==> config.mk <==
export PLATFORM = sky130hd
export DESIGN_NAME = rsu_sequencer
export DESIGN_NICKNAME = d
export VERILOG_FILES = /design/src/hdl/rsu_pkg.sv /design/src/hdl/rsu_shift_if.sv /design/src/hdl/rsu_sequencer.sv /design/src/hdl/rsu_shift_unit.sv
export SDC_FILE = /design/constraint.sdc
export NUM_CORES = 1
export LEC_CHECK = 0
export BUFFER_PORTS_ARGS = -buffer_cell sky130_fd_sc_hd__buf_4
export CAP_MARGIN = 20
export CORE_MARGIN = 3
export CORE_UTILIZATION = 62
export CTS_BUF_LIST = sky130_fd_sc_hd__clkbuf_8
export DETAILED_ROUTE_END_ITERATION = 6
export GPL_TIMING_DRIVEN = 0
export PLACE_DENSITY = 0.83
export REMOVE_ABC_BUFFERS = 1
export SYNTH_ARGS = -nofsm -noshare
export SYNTH_HDL_FRONTEND = slang
export SYNTH_SLANG_ARGS = --single-unit
==> constraint.sdc <==
create_clock -name mclk -period 2.35 [get_ports mclk]
set_input_delay 0.47 -clock mclk [delete_from_list [all_inputs] [get_ports mclk]]
set_output_delay 0.47 -clock mclk [all_outputs]
set_load 0.03 [all_outputs]
==> src/hdl/rsu_pkg.sv <==
// Purpose: Shared constants and types of the upgrade status and sequencer.
// Assumes: One clock, mclk at 50 MHz, synchronous active-high reset.
// Notes: Control word and status word layouts are fixed here only.
package rsu_pkg;

  // ----------------------------------------------------------------------
  // Control and update word layout.
  // ----------------------------------------------------------------------
  localparam int CTL_W = 39;
  localparam int CTL_RSV2 = 38;
  localparam int CTL_EARLY_DONE = 37;
  localparam int CTL_OSC_INT = 36;
  localparam int CTL_WATCHDOG_ENABLE_BIT = 35;
  localparam int CTL_ADDR_HI = 33;
  localparam int CTL_ADDR_LO = 12;
  localparam int CTL_WD_HI = 11;
  localparam logic [CTL_W-1:0] CTL_RESET = 39'h00_0000_0000;

  // ----------------------------------------------------------------------
  // Status word layout.
  // ----------------------------------------------------------------------
  localparam int STAT_W = 32;
  localparam int HIST_W = 31;
  localparam int SRC_W = 5;
  localparam logic [1:0] MS_FACTORY = 2'h1;
  localparam logic [1:0] MS_APPLICATION = 2'h2;
  localparam logic [16:0] WD_LOW_BITS = 17'h00008;
  localparam logic [STAT_W-1:0] HIST_INVALID_WORD = 32'hDEAD_0BAD;

  // Source flags, one-hot, bit 4 is bit 30 of a history entry.
  localparam int SRC_EXT_RESET = 4;
  localparam int SRC_CRC = 3;
  localparam int SRC_ERR_PIN = 2;
  localparam int SRC_WATCHDOG = 1;
  localparam int SRC_FABRIC = 0;

  // Capture selections.
  localparam logic [2:0] SEL_INFO1 = 3'h0;
  localparam logic [2:0] SEL_INFO2 = 3'h1;
  localparam logic [2:0] SEL_HIST_RECENT = 3'h2;
  localparam logic [2:0] SEL_HIST_OLDER = 3'h3;
  localparam logic [2:0] SEL_CONTROL = 3'h4;

  // Least request pulse the partner must give, and its cycle count.
  localparam int REQ_MIN_NS = 250;
  localparam int CLK_PERIOD_NS = 20;
  localparam int REQ_MIN_CYC = (REQ_MIN_NS + CLK_PERIOD_NS - 1) /
                               CLK_PERIOD_NS;

  typedef enum logic [1:0] {
    RSU_ST_FACTORY = 2'b00,
    RSU_ST_APP = 2'b01,
    RSU_ST_RECORD = 2'b10,
    RSU_ST_LOAD = 2'b11
  } rsu_state_t;

endpackage

==> src/hdl/rsu_shift_if.sv <==
// Purpose: Carries capture and update words between sequencer and shifter.
// Assumes: Both ends run on mclk.
// Notes: Update writes are allowed only while update_write_en is high.
interface rsu_shift_if;
  import rsu_pkg::*;
  logic capture_strobe;
  logic [CTL_W-1:0] capture_word;
  logic [CTL_W-1:0] update_word;
  logic update_write_en;

  modport seq (
    output capture_strobe,
    output capture_word,
    output update_write_en,
    input update_word
  );

  modport shifter (
    input capture_strobe,
    input capture_word,
    input update_write_en,
    output update_word
  );
endinterface

==> src/hdl/rsu_sequencer.sv <==
// Purpose: Records reconfiguration causes and selects the next image.
// Assumes: Trigger inputs are synchronous levels; image_loaded is a pulse.
// Notes: Watchdog counting and image loading are done outside this block.
module rsu_sequencer
  import rsu_pkg::*;
(
  input wire logic mclk,
  input wire logic srst,
  input wire logic external_config_reset,
  input wire logic config_error_pin,
  input wire logic crc_error,
  input wire logic watchdog_timeout,
  input wire logic fabric_reconfig_request,
  input wire logic image_loaded,
  input wire logic ru_shift_en,
  input wire logic ru_shift_in,
  input wire logic ru_capture,
  input wire logic [2:0] ru_capture_sel,
  input wire logic ru_update,
  output logic ru_shift_out,
  output logic load_request,
  output logic load_application,
  output logic [23:0] load_address,
  output logic early_done_check,
  output logic internal_osc_select,
  output logic watchdog_enable_bit,
  output logic [28:0] watchdog_timeout_value,
  output logic [1:0] master_state
);

  rsu_shift_if sif ();

  rsu_state_t state;
  logic [CTL_W-1:0] control;
  logic [HIST_W-1:0] reconfig_history_recent;
  logic [HIST_W-1:0] reconfig_history_older;
  logic history_valid;
  logic target_app;
  logic req_prev;
  logic [SRC_W-1:0] raw_src;
  logic [SRC_W-1:0] next_source;
  logic req_rise;
  logic any_event;
  logic [23:0] boot_addr;
  logic [28:0] wd_value;
  logic [1:0] ms_code;
  logic [STAT_W-1:0] reconfig_current_state;
  logic [STAT_W-1:0] info2_word;
  logic [CTL_W-1:0] next_capture;

  // ----------------------------------------------------------------------
  // Event detection.
  // ----------------------------------------------------------------------
  // The fabric request acts on its rising edge only.
  always_ff @(posedge mclk) begin
    if (srst) begin
      req_prev <= 1'b0;
    end else begin
      req_prev <= fabric_reconfig_request;
    end
  end

  // The partner keeps the request high long enough to be seen here.
  assign req_rise = fabric_reconfig_request && !req_prev;
  assign raw_src[SRC_EXT_RESET] = external_config_reset;
  assign raw_src[SRC_CRC] = crc_error;
  assign raw_src[SRC_ERR_PIN] = config_error_pin;
  assign raw_src[SRC_WATCHDOG] = watchdog_timeout;
  assign raw_src[SRC_FABRIC] = req_rise;
  assign any_event = |raw_src;

  // Keep only the highest-numbered source when several coincide.
  always_comb begin
    next_source = '0;
    for (int i = 0; i < SRC_W; i++) begin
      if (raw_src[i]) begin
        next_source = SRC_W'(1) << i;
      end
    end
  end

  // ----------------------------------------------------------------------
  // Derived fields.
  // ----------------------------------------------------------------------
  assign boot_addr = {control[CTL_ADDR_HI:CTL_ADDR_LO], 2'b00};
  assign wd_value = {control[CTL_WD_HI:0], WD_LOW_BITS};
  assign ms_code = (state == RSU_ST_APP) ? MS_APPLICATION : MS_FACTORY;

  // ----------------------------------------------------------------------
  // Master state machine.
  // ----------------------------------------------------------------------
  // Events are taken only in a running image; the status and history are
  // written on entry to the record state, one cycle before the load is requested.
  always_ff @(posedge mclk) begin
    if (srst) begin
      state <= RSU_ST_LOAD;
    end else begin
      case (state)
        RSU_ST_FACTORY, RSU_ST_APP: begin
          if (any_event) begin
            state <= RSU_ST_RECORD;
          end
        end
        RSU_ST_RECORD: begin
          state <= RSU_ST_LOAD;
        end
        RSU_ST_LOAD: begin
          if (image_loaded) begin
            state <= target_app ? RSU_ST_APP : RSU_ST_FACTORY;
          end
        end
        default: begin
          state <= RSU_ST_LOAD;
        end
      endcase
    end
  end

  // ----------------------------------------------------------------------
  // Control register and image target.
  // ----------------------------------------------------------------------
  // Errors force all bits low, selecting factory; a fabric request takes
  // the update word and selects the application image.
  always_ff @(posedge mclk) begin
    if (srst) begin
      control <= CTL_RESET;
      target_app <= 1'b0;
    end else if ((state == RSU_ST_FACTORY || state == RSU_ST_APP) &&
                 any_event) begin
      if (next_source[SRC_FABRIC]) begin
        control <= sif.update_word;
        target_app <= 1'b1;
      end else begin
        control <= CTL_RESET;
        target_app <= 1'b0;
      end
    end
  end

  // ----------------------------------------------------------------------
  // Cause and history.
  // ----------------------------------------------------------------------
  // Leaving an application pushes a new entry and ages the old one.
  always_ff @(posedge mclk) begin
    if (srst) begin
      reconfig_history_recent <= '0;
      reconfig_history_older <= '0;
      history_valid <= 1'b0;
    end else begin
      if ((state == RSU_ST_FACTORY || state == RSU_ST_APP) && any_event) begin
        if (state == RSU_ST_APP) begin
          reconfig_history_older <= reconfig_history_recent;
          reconfig_history_recent <= {next_source, ms_code, boot_addr};
        end
      end
      if (state == RSU_ST_APP) begin
        history_valid <= 1'b1;
      end
    end
  end

  // ----------------------------------------------------------------------
  // Status words and capture.
  // ----------------------------------------------------------------------
  // Factory shows the boot address; application shows watchdog settings.
  always_comb begin
    if (state == RSU_ST_APP) begin
      reconfig_current_state = {ms_code, control[CTL_WATCHDOG_ENABLE_BIT], wd_value};
    end else begin
      reconfig_current_state = {ms_code, 6'h00, boot_addr};
    end
  end

  assign info2_word = {ms_code, 6'h00, boot_addr};

  // Select the word copied into the shift register on a capture.
  always_comb begin
    next_capture = '0;
    case (ru_capture_sel)
      SEL_INFO1: next_capture = {7'h00, reconfig_current_state};
      SEL_INFO2: next_capture = {7'h00, info2_word};
      SEL_HIST_RECENT: begin
        next_capture = history_valid ?
          {8'h00, reconfig_history_recent} :
          {7'h00, HIST_INVALID_WORD};
      end
      SEL_HIST_OLDER: begin
        next_capture = history_valid ?
          {8'h00, reconfig_history_older} :
          {7'h00, HIST_INVALID_WORD};
      end
      SEL_CONTROL: begin
        next_capture = (state == RSU_ST_APP) ? control : sif.update_word;
      end
      default: next_capture = '0;
    endcase
  end

  assign sif.capture_strobe = ru_capture;
  assign sif.capture_word = next_capture;
  assign sif.update_write_en = (state == RSU_ST_FACTORY);

  rsu_shift_unit u_shift (
    .mclk(mclk),
    .srst(srst),
    .shift_en(ru_shift_en),
    .shift_in(ru_shift_in),
    .update(ru_update),
    .shift_out(ru_shift_out),
    .sif(sif)
  );

  // ----------------------------------------------------------------------
  // Outputs towards the configuration engine.
  // ----------------------------------------------------------------------
  // The load request stands for the whole load wait.
  assign load_request = (state == RSU_ST_LOAD);
  assign load_application = target_app;
  assign load_address = boot_addr;
  assign early_done_check = control[CTL_EARLY_DONE];
  assign internal_osc_select = control[CTL_OSC_INT];
  assign watchdog_enable_bit = control[CTL_WATCHDOG_ENABLE_BIT];
  assign watchdog_timeout_value = wd_value;
  assign master_state = ms_code;

endmodule

==> src/hdl/rsu_shift_unit.sv <==
// Purpose: Fabric-facing shift register and update register.
// Assumes: Capture and update strobes are one-cycle pulses on mclk; shift_en shifts one bit per cycle held high.
// Notes: Data leaves and enters least significant bit first.
module rsu_shift_unit
  import rsu_pkg::*;
(
  input wire logic mclk,
  input wire logic srst,
  input wire logic shift_en,
  input wire logic shift_in,
  input wire logic update,
  output logic shift_out,
  rsu_shift_if.shifter sif
);

  logic [CTL_W-1:0] shreg;
  logic [CTL_W-1:0] upd;

  // --------------------------------------------------------------------
  // Shift register.
  // --------------------------------------------------------------------
  // Capture takes priority over shifting so a loaded word is not skewed.
  always_ff @(posedge mclk) begin
    if (srst) begin
      shreg <= CTL_RESET;
    end else if (sif.capture_strobe) begin
      shreg <= sif.capture_word;
    end else if (shift_en) begin
      shreg <= {shift_in, shreg[CTL_W-1:1]};
    end
  end

  // --------------------------------------------------------------------
  // Update register.
  // --------------------------------------------------------------------
  // Only a factory image may write it; otherwise the strobe is ignored.
  always_ff @(posedge mclk) begin
    if (srst) begin
      upd <= CTL_RESET;
    end else if (update && sif.update_write_en) begin
      upd <= shreg;
    end
  end

  assign shift_out = shreg[0];
  assign sif.update_word = upd;

endmodule

======== After elaboration in Yosys (flattened, before gate mapping) ========
Index checks and enable logic that the tools add are counted.
storage, ports and cells
  bits in registers ....................... 180
  output and inout port bits .............. 61
  bits of input ports ..................... 15
cells by class
  multiplexer cells ....................... 19
  reduce and logical (&&, ||, !) cells .... 12
  equality and inequality tests ........... 9
operators by type and width
  operator            number
  $pmux 39 s5         1
  $mux 39             4
  $mux 32             2
  $mux 30             1
  $mux 5              4
  $eq 3x2->1 const B  2
  $mux 2              3
  $pmux 2 s3          1
  $reduce_or 5->1     1
  $eq 2x2->1 const B  2
  $ne 2x2->1 const B  2
  $reduce_and 2->1    2
  $eq 3x1->1 const B  1
  $eq 3x3->1 const B  1
  $logic_and 1x1->1   3
  $logic_not 3->1     1
  $mux 1              3
  $eq 2x1->1 const B  1
  $logic_not 2->1     1
  $reduce_bool 2->1   1
  $reduce_or 2->1     1
  $logic_not 1->1     1
  $logic_or 1x1->1    1

======== Logic depth before layout (Yosys ltp) ========
Gate-level depths: netlist of the first run.
  word-level depth ........................ 8
  gate-level depth with buffers ........... 9
  mapped depth without buffers ............ 5

======== Modules after synthesis ========
From an unflattened synthesis of the first run, not the netlist that was laid out.
second synthesis, totals
  cells, all modules ...................... 1026
  area total of the unflattened synthesis .. 9082.5 um^2
by module, submodules not included
  module          cells each  sequential area each (um^2)  instances  area an instance (um^2)
  rsu_sequencer   673         2042.0                       1          5600.4
  rsu_shift_unit  353         1561.5                       1          3482.1

======== Worst setup path before layout of the first run ========
Ideal clock, no wire load.
  path kind ............................... in2reg
  start point ............................. in ru_capture_sel[0]
  end point ............................... reg u_shift.shreg[13]
  arrival time ............................ 1636 ps
  stages on the path ...................... 6
  setup slack ............................. 581 ps
  data required time ...................... 2217 ps
  cells stage by stage .................... buf_2 nor3b_2 nor3_1 buf_2 a221oi_1 o32ai_1
between the ends
  word-level cells in the longest chain between the ends .. 3
  elaborated cells between the ends (all ways) .. 7
  classes of those cells .................. 4 x eq/ne; 2 x mux; 1 x reduce/logical
RTL lines
  what                                      line                  RTL
  start, declared                           rsu_sequencer.sv:18   input wire logic [2:0] ru_capture_sel,
  $eq 3x3->1, or another cell as far along  rsu_sequencer.sv:179  case (ru_capture_sel)
  $pmux 39 s5 *                             rsu_sequencer.sv:179
  $mux 39 *                                 rsu_shift_unit.sv:26  end else if (sif.capture_strobe) begin
  end signal, assigned                      rsu_shift_unit.sv:27  shreg <= sif.capture_word;
  end signal, assigned                      rsu_shift_unit.sv:29  shreg <= {shift_in, shreg[CTL_W-1:1]};
  end, declared                             rsu_shift_unit.sv:16  logic [CTL_W-1:0] shreg;
Mark *: on every way between the ends. The rest lies on a longest branch, timed or not.
A chain may end at the register's enable or synchronous reset.

======== Worst setup path in the final report of the first run ========
  start point ............................. reg state[0]
  end point ............................... out master_state[0]
between the ends
  word-level cells in the longest chain between the ends .. 2
RTL lines
  what                    line                  RTL
  start, declared         rsu_sequencer.sv:33   rsu_state_t state;
  start signal, assigned  rsu_sequencer.sv:109  state <= target_app ? RSU_ST_APP : RSU_ST_FACTORY;
  $eq 2x1->1              rsu_sequencer.sv:87   assign ms_code = (state == RSU_ST_APP) ? MS_APPLICATION : MS_FACTORY;
  $mux 2                  rsu_sequencer.sv:87
  end, declared           rsu_sequencer.sv:28   output logic [1:0] master_state
Every way passes these cells.

==> results of run 1 <==
routing by layer:
layer	global-route usage [%]	vias up	wire (µm)
li1	-	3353	-
met1	38.1	3441	9180
met2	45.8	377	9820
met3	4.98	58	1830
met4	13.6	0	695
met5	0	-	0
cell usage in the layout, fill, tap and decap left out, types with 5 or more instances in the layout:
cell / synthesis / routed
nand2_1: 194 / 193
dfxtp_1: 180 / 178
a21oi_1: 133 / 133
buf_4: 62 / 56
nor2_1: 42 / 41
a22o_1: 39 / 39
mux2i_1: 39 / 39
mux2_2: 27 / 27
inv_1: 16 / 21
clkbuf_8: 0 / 20
nor2b_1: 19 / 19
conb_1: 2 / 19
o22ai_1: 17 / 17
a221oi_1: 12 / 12
o221ai_1: 12 / 12
nor4_1: 11 / 11
nand3_1: 11 / 11
a22oi_1: 11 / 11
a31oi_1: 11 / 11
o21ba_2: 9 / 9
o211a_1: 8 / 8
a211oi_1: 7 / 7
o21ai_0: 6 / 6
nand2b_1: 5 / 5
stage by stage:
stage               power [mW]  setup slack (ns)  hold slack, ns  instances
floorplan                 3.52            -0.802           0.425        876
global placement          3.74             -3.02           0.441       1108
detailed placement        3.79            -0.818           0.446       1115
CTS                       5.54            0.0144           0.213       1146
global route              5.73            0.0553           0.252       1147
finish                    5.56             0.111           0.230       1147
logic make-up after synthesis:
logic type | Yosys count | synth area share (%)
and+or+nand+nor | 307 | 16.1
AOI/OAI and AO/OA | 283 | 22.3
DFF | 180 | 42.6
buffers and inverters | 153 | 10.2
muxes | 70 | 8.74
other | 2 | 0.0887
what timing repair did:
action                                  4_1_cts  5_1_grt
hold buffers                                  0        0
endpoints found under the hold margin         0        0
gates resized for setup                       8        1
endpoints found under the setup margin      132       21
gates cloned                                  1        0
state kept, by name (all words and copies together), names as in the netlist:
| name | flops |
|---|---|
| control | 39 |
| history_valid | 1 |
| load_application | 1 |
| reconfig_history_older | 29 |
| reconfig_history_recent | 29 |
| req_prev | 1 |
| state | 2 |
| u_shift.shreg | 39 |
| u_shift.sif.update_word | 39 |
layout make-up:
type                            instances  share of cell area, %
Timing Repair Buffer                   64                   6.55
Clock buffer                           20                   3.09
Clock inverter                         10                  0.519
Tap cell                              176                   2.47
Sequential cell                       180                   40.4
Inverter                               17                  0.856
Multi-Input combinational cell        680                   46.1
final timing paths:
check,from,to,slack [ns],depth (start not counted)
worst max-delay path,state[0],master_state[0],0.11,3
worst min register to register,reconfig_history_older[6],reconfig_history_older[6],0.46,2
worst max register to register,state[1],reconfig_history_older[2],0.22,6
worst min-delay path,fabric_reconfig_request,req_prev,0.23,2
report_power, final:
group          total, mW  internal [mW]  leakage, nW  switching, mW
combinational      0.612          0.195         1.69          0.418
clock               1.82          0.776        0.186           1.04
sequential          3.14           3.09         1.45         0.0457
==> flow_summary.yaml, run 1 <==
setup_path:
  cp-start-kind: "flop"
  path_delay_family: "flip-flops"
  crit_chain: "and2b_4 -> inv_12 -> buf_4"
  cp_num_buf_inv: 2
  crit_arrival_ns: 1.77
  required_ns: 1.88
  timing_worst_setup_path_type: "flop to primary output"
  cpMaxStageDelayCell: "dfxtp_1"
  slowest_delay_ns: 0.47
  crit_fanout: 39
  critPathCaptureType: "primary output"
placed_design:
  hpwl_um: 12600
  place_congestion: 0.781
  post_dp_cell_area_um2: 8540
  io_buffer_count: 56
outcome:
  outcome: "complete, no violations"
timing:
  setup_violations: 0
  fmax_mhz: 447
  rsz0062_at_grt: "false"
  finalHoldViolations: 0
  drv_slew: 0
  post-route-period-util_pct: 95.3
  min_period_ns: 2.24
  tns_ns: 0
  skew_ns: 0.00973
  relSlewSlack_pct: 25.8
  worstMarginPinSlew_ns: 1.11
route:
  drcViolationCount: 0
  routed_wl_um: 21500
  vias_per_cell: 6.30
  num_vias: 7229
  drtIter0Drc: 775
  routedWlPerCell_um: 18.8
  first_pass_iters: 7
  ant_nets: 0
global_routing:
  grt_pass1_wl_um: 34000
  antenna_found_initial: 0
  grt_max_degree: 73
  grtUsageTotal_pct: 28.8
  grt_pass1_vias: 6521
  grt_overflow: 0
synth:
  synth_warnings: 0
  avgSynthCellArea_um2: 8.51
  ys_seq_area_share_pct: 42.6
  ys_top_cells_by_count: "nand2_1 (194), dfxtp_1 (180), a21oi_1 (133), buf_4 (62)"
  synth.most_common_cell: "nand2_1"
  yosysUniqueCellTypes: 54
  synth_edf_count: 0
  synth_top_area_share_pct: 42.6
  synth_ff_type: "dfxtp_1"
  synth_cells: 995
  synth_area_leaders: "dfxtp_1 (43%), nand2_1 (8.6%), a21oi_1 (7.9%), buf_4 (5.5%), mux2i_1 (4.6%)"
  yosys.area.top_type: "dfxtp_1"
  ys_seq_elements: 180
  syn_area_um2: 8460
  async_reset_ff_share_pct: 0
clock_tree:
  clk_transition_reported_paths_ns: 0.08
  root_buffer: "clkbuf_8"
  clkSinkCount: 180
  cts_tree: "built"
  cts_buffer_depth: 2
  post_cts_buffers: 0
  cts_buffers: 17
  h-tree-depth: 4
  insertion_delay_ns: 0.47
cells_and_area:
  nFillCells: 1125
  fin_nets: 975
  postLayoutCellArea_um2: 8920
  final_util_pct: 67.1
  multi_input_area_um2: 4110
  regArea_um2: 3610
  area_growth_pct: 5.34
  diodes: 0
  drive_above_1_share_pct: 15.1
floorplan:
  die_w_um: 123
  dieArea_um2: 15100
  rows: 42
  die_y_um: 123
  boundaryPins: 76
  initial_core_util_pct: 63.7
  coreArea_um2: 13300
hold_path:
  hold_path_class: "input pin to flop"
pwr:
  p_leak_nw: 3.33
  vdd_drop_max_mv: 0.413
  pwr_density_cell_nw_per_um2: 624
run:
  drv_cap: 0
Power figures use the tool's default switching activity.
==> run 2: changes to the inputs <==
ABC_AREA = 1   (was unset)
==> run 2 against run 1 <==
Power is 19% higher. Combinational power is 65% higher. The run now ends with design-rule violations left. Highest routed layer unchanged. Setup slack better by 0.037 ns. Largest power group unchanged. Via count is 15% higher. Routed wire length is 16% higher.
==> flow_summary.yaml, run 2 <==
global_routing:
  grtUsageTotal_pct: 32.9
  grt_max_degree: 73
  grt_pass1_vias: 7419
  grt_pass1_wl_um: 38700
  antenna_found_initial: 0
  grt_overflow: 0
synth:
  ys_seq_area_share_pct: 42.1
  synth.mux.area_fraction_pct: 0
  ys_seq_elements: 180
  synth_warnings: 0
  ys_top_cells_by_count: "nand2_1 (303), o21ai_0 (183), dfxtp_1 (180), a21oi_1 (145), nor2_1 (133)"
  synth_top_family_by_area: "simple AND/OR/NAND/NOR gates"
  syn_area_um2: 8550
  synth_ff_type: "dfxtp_1"
  synth_compound_area_share_pct: 20.8
  async_reset_ff_share_pct: 0
  synth.most_common_cell: "nand2_1"
  yosysUniqueCellTypes: 26
  synth_edf_count: 0
  yosys.area_share.simple_pct: 24.9
  synth_area_leaders: "dfxtp_1 (42%), nand2_1 (13%), o21ai_0 (11%), a21oi_1 (8.5%), nor2_1 (5.8%)"
  synth_fa_ha_area_share_pct: 0
  synth-xor-area-share_pct: 0
  avgSynthCellArea_um2: 6.82
  synth_cells: 1254
  yosys.area.top_type: "dfxtp_1"
  synth_top_area_share_pct: 42.1
setup_path:
  cp_num_buf_inv: 1
  crit_arrival_ns: 2.57
  slowest_delay_ns: 0.84
  cpMaxStageDelayCell: "dfxtp_1"
  timing_worst_setup_path_type: "flop to flop"
  critPathCaptureType: "flop"
  cp-start-kind: "flop"
  required_ns: 2.71
  path_delay_family: "flip-flops"
  crit_fanout: 16
  crit_chain: "inv_1 -> o21ai_0 -> nand4_1 -> nand2_1 -> a21oi_1"
placed_design:
  hpwl_um: 14400
  dpl.cell_count: 1366
  io_buffer_count: 56
  dp_worst_setup_slack_ns: -1.62
  place_congestion: 0.876
clock_tree:
  insertion_delay_ns: 0.48
  holdBufCountCts: 0
  clk_transition_reported_paths_ns: 0.09
  root_buffer: "clkbuf_8"
  cts_buffers: 17
  clkSinkCount: 180
  h-tree-depth: 4
  cts_buffer_depth: 2
  cts_tree: "built"
pwr:
  pwr_density_cell_nw_per_um2: 726
  p_leak_nw: 3.49
  vdd_drop_max_mv: 0.468
floorplan:
  die_w_um: 123
  die_y_um: 123
  rows: 42
  boundaryPins: 76
  initial_core_util_pct: 64.1
  coreArea_um2: 13300
  dieArea_um2: 15200
route:
  drcViolationCount: 8
  routed_wl_um: 25000
  ant_nets: 0
  num_vias: 8337
  vias_per_cell: 5.94
  drtIter0Drc: 1248
  routedWlPerCell_um: 17.8
  first_pass_iters: 7
timing:
  setup_violations: 0
  drv_slew: 0
  skew_ns: 0.00744
  relSlewSlack_pct: 31.2
  holdWs_ns: 0.211
  min_period_ns: 2.20
  fmax_mhz: 454
  post-route-period-util_pct: 93.7
  fin_ws_ns: 0.148
  worstMarginPinSlew_ns: 1.03
  rsz0062_at_grt: "false"
  finalHoldViolations: 0
cells_and_area:
  nFillCells: 1208
  final_common_cell: "nand2_1"
  area_growth_pct: 6.25
  diodes: 0
  fin_nets: 1230
  multi_input_area_um2: 4050
  drive_above_1_share_pct: 10.6
  final_cell_mix: "nand2_1 (301), o21ai_0 (183), dfxtp_1 (178)"
  regArea_um2: 3610
  final_util_pct: 68.1
  final_cells: 1404
hold_path:
  hold_path_class: "input pin to flop"
outcome:
  violations: "design-rule violations"
  outcome: "complete, but fails checks"
run:
  drv_cap: 0
## run 2: final timing paths
check / startpoint / to / slack, ns / cells after the start
worst max-delay path: history_valid / u_shift.shreg[21] / 0.15 / 5
worst min-delay path: fabric_reconfig_request / req_prev / 0.21 / 3
worst max register to register: history_valid / u_shift.shreg[21] / 0.15 / 5
worst min register to register: reconfig_history_recent[5] / reconfig_history_recent[5] / 0.47 / 2
## run 2: cells by family after synthesis
group | after synthesis
buf+inv | 202
compound gates | 346
flops | 180
other cells | 2
simple gates | 524
## run 2: per-stage QoR
stage               total power, mW  area, µm²  setup TNS, ns
global placement               4.33       8460        -264.65
finish                         6.60       9090              0
floorplan                      4.02       7820          -9.12
global route                   6.81       9090              0
CTS                            6.55       9080              0
detailed placement             4.38       8580        -114.73
## run 2: where the power goes
group,internal [mW],leakage (nW),switching [mW]
logic,0.274,1.81,0.739
clock network,1.09,0.217,1.11
registers,3.24,1.47,0.147
## run 2: final cells by class
| type | instances | share of cell area, % |
|---|---|---|
| Tap cell | 176 | 2.42 |
| Timing Repair inverter | 1 | 0.0551 |
| Inverter | 61 | 2.70 |
| Clock buffer | 19 | 2.88 |
| Timing Repair Buffer | 63 | 6.14 |
| Clock inverter | 13 | 1.54 |
| Sequential cell | 180 | 39.7 |
| Multi-Input combinational cell | 891 | 44.6 |
## run 2: worst reg2reg max path, cell delays in order (launching register included)
cell and delay [ns]:
dfxtp_1 0.84, inv_1 0.48, o21ai_0 0.46, nand4_1 0.15
nand2_1 0.09, a21oi_1 0.07
## run 2: metal layers
| layer | track usage (%) | vias to the layer above | part of all wire, % |
|---|---|---|---|
| met5 | 0 | - | 0 |
| met4 | 13.6 | 0 | 3.0 |
| met3 | 6.59 | 71 | 11 |
| met2 | 51.6 | 522 | 45 |
| met1 | 44.5 | 3795 | 40 |
| li1 | - | 3949 | - |
## run 2: timing repair
item / 4_1_cts / 5_1_grt
resized for setup: 11 / 2
pin swaps: 2 / 0
buffers inserted: 3 / 0
cloned: 2 / 1
endpoints found under the setup margin: 138 / 41
==> run 3: changes to the inputs <==
PLACE_DENSITY = unset   (was 0.83)
PLACE_DENSITY_LB_ADDON = 0.1   (was unset)
==> run 3 against run 2 <==
The flow now finishes without violations. Final area rose by 0.18%. Non-clock buffer count is 1 higher. Critical path depth up 2. Count of clock-buffer cells in the layout up 1. Setup slack worse by 0.045 ns. Core utilization up 0.12 points. Via count about the same. Global-route usage rose by 1.1 points. Routed wire length rose by 1.8%. Die area unchanged. Sequential power about the same.
==> flow_summary.yaml, run 3 (synthesized netlist as in run 2, its figures left out) <==
outcome:
  outcome: "complete, no violations"
pwr:
  p_leak_nw: 3.49
  pwr_density_cell_nw_per_um2: 717
  vdd_drop_max_mv: 0.565
  power.total_mw: 6.53
route:
  vias_per_cell: 5.93
  routed_wl_um: 25400
  num_vias: 8330
  first_pass_iters: 7
  drcViolationCount: 0
  routedWlPerCell_um: 18.1
  drtIter0Drc: 1250
  ant_nets: 0
global_routing:
  grt_max_degree: 82
  grt_pass1_wl_um: 40300
  grt_pass1_vias: 7575
  grt_overflow: 0
  grtUsageTotal_pct: 34.1
  antenna_found_initial: 0
cells_and_area:
  nFillCells: 1207
  drive_above_1_share_pct: 10.5
  final_cells: 1404
  diodes: 0
  final_common_cell: "nand2_1"
  fin_nets: 1230
  postLayoutCellArea_um2: 9100
  area_growth_pct: 6.44
  final_cell_mix: "nand2_1 (302), o21ai_0 (183), dfxtp_1 (178)"
floorplan:
  die_w_um: 123
  rows: 42
  initial_core_util_pct: 64.1
  coreArea_um2: 13300
  dieArea_um2: 15200
  boundaryPins: 76
  die_y_um: 123
placed_design:
  place_congestion: 0.833
  io_buffer_count: 56
  dp_worst_setup_slack_ns: -1.70
  post_dp_cell_area_um2: 8610
  hpwl_um: 14800
  dpl.cell_count: 1367
timing:
  fin_ws_ns: 0.103
  post-route-period-util_pct: 95.6
  holdWs_ns: 0.214
  drv_slew: 0
  rsz0062_at_grt: "false"
  skew_ns: 0.0104
  finalHoldViolations: 0
  setup_violations: 0
  relSlewSlack_pct: 34.4
  fmax_mhz: 445
  worstMarginPinSlew_ns: 0.980
  min_period_ns: 2.25
clock_tree:
  clk_transition_reported_paths_ns: 0.09
  insertion_delay_ns: 0.47
  root_buffer: "clkbuf_8"
  h-tree-depth: 4
  cts_buffer_depth: 2
  cts_buffers: 17
  cts_tree: "built"
  clkSinkCount: 180
setup_path:
  timing_worst_setup_path_type: "input pin to flop"
  r2r-end: "reconfig_history_older[16]"
  rr_startpoint: "state[0]"
  rrSetupSlack_ns: 0.18
  crit_fanout: 33
  required_ns: 2.75
  rr_worst_depth: 7
  cp-start-kind: "input pin"
  critPathCaptureType: "flop"
  crit_arrival_ns: 2.64
run:
  drv_cap: 0
hold_path:
  whs_endpoint: "req_prev"
  whs_path_depth: 3
  hold_path_class: "input pin to flop"
  hold_start: "fabric_reconfig_request"
[run 3: timing repair]
item / CTS / global route
buffers inserted: 3 / 0
cloned: 2 / 0
pin swaps: 2 / 0
endpoints found under the setup margin: 120 / 1
endpoints found under the hold margin: 0 / 0
hold buffers: 0 / 0
gates resized for setup: 12 / 1
[run 3: how the worst max path moves through the flow]
stage,startpoint,to,slack [ns],depth (start not counted)
after floorplan,state[0],reconfig_history_older[10],-0.35,6
after global placement,state[0],reconfig_history_older[20],-1.72,6
after detailed placement,state[0],reconfig_history_older[16],-1.70,6
after CTS,ru_shift_en,u_shift.shreg[6],0.16,6
after global routing,ru_capture,u_shift.shreg[17],0.02,7
final,ru_capture,u_shift.shreg[17],0.10,7
[run 3: layout make-up]
type,count,area (µm²),share of cell area (%)
well taps,176,220,2.42
clock inverters,12,113,1.24
inverters,61,248,2.72
flip-flops and latches,180,3610,39.6
multi-input cells,891,4050,44.4
repair buffers,64,593,6.51
clock buffers,20,275,3.02
[run 3: critical path: stages]
cell	delay (ns)
buf_4	0.36
inv_1	0.45
buf_16	0.29
nand2_1	0.51
buf_16	0.25
o21ai_0	0.11
a21oi_1	0.15
[run 3: per-layer routing]
metal | global-route usage [%] | share of wire [%] | vias up
met5 | 0 | 0 | -
met4 | 11.1 | 2.3 | 0
met3 | 8.42 | 11 | 61
met2 | 51.9 | 44 | 476
met1 | 47.6 | 42 | 3847
li1 | - | - | 3946
[run 3: power breakdown]
group,switching [mW],internal (mW)
Combinational,0.752,0.278
Clock,1.10,1.01
Sequential,0.147,3.24
Total,2.00,4.53
[run 3: through the flow]
stage | setup TNS (ns) | util [%]
6_report | 0 | 68.2
5_1_grt | 0 | 68.2
4_1_cts | 0 | 68.2
3_5_place_dp | -101.04 | 64.5
3_3_place_gp | -273.80 | 63.4
2_1_floorplan | -9.12 | -
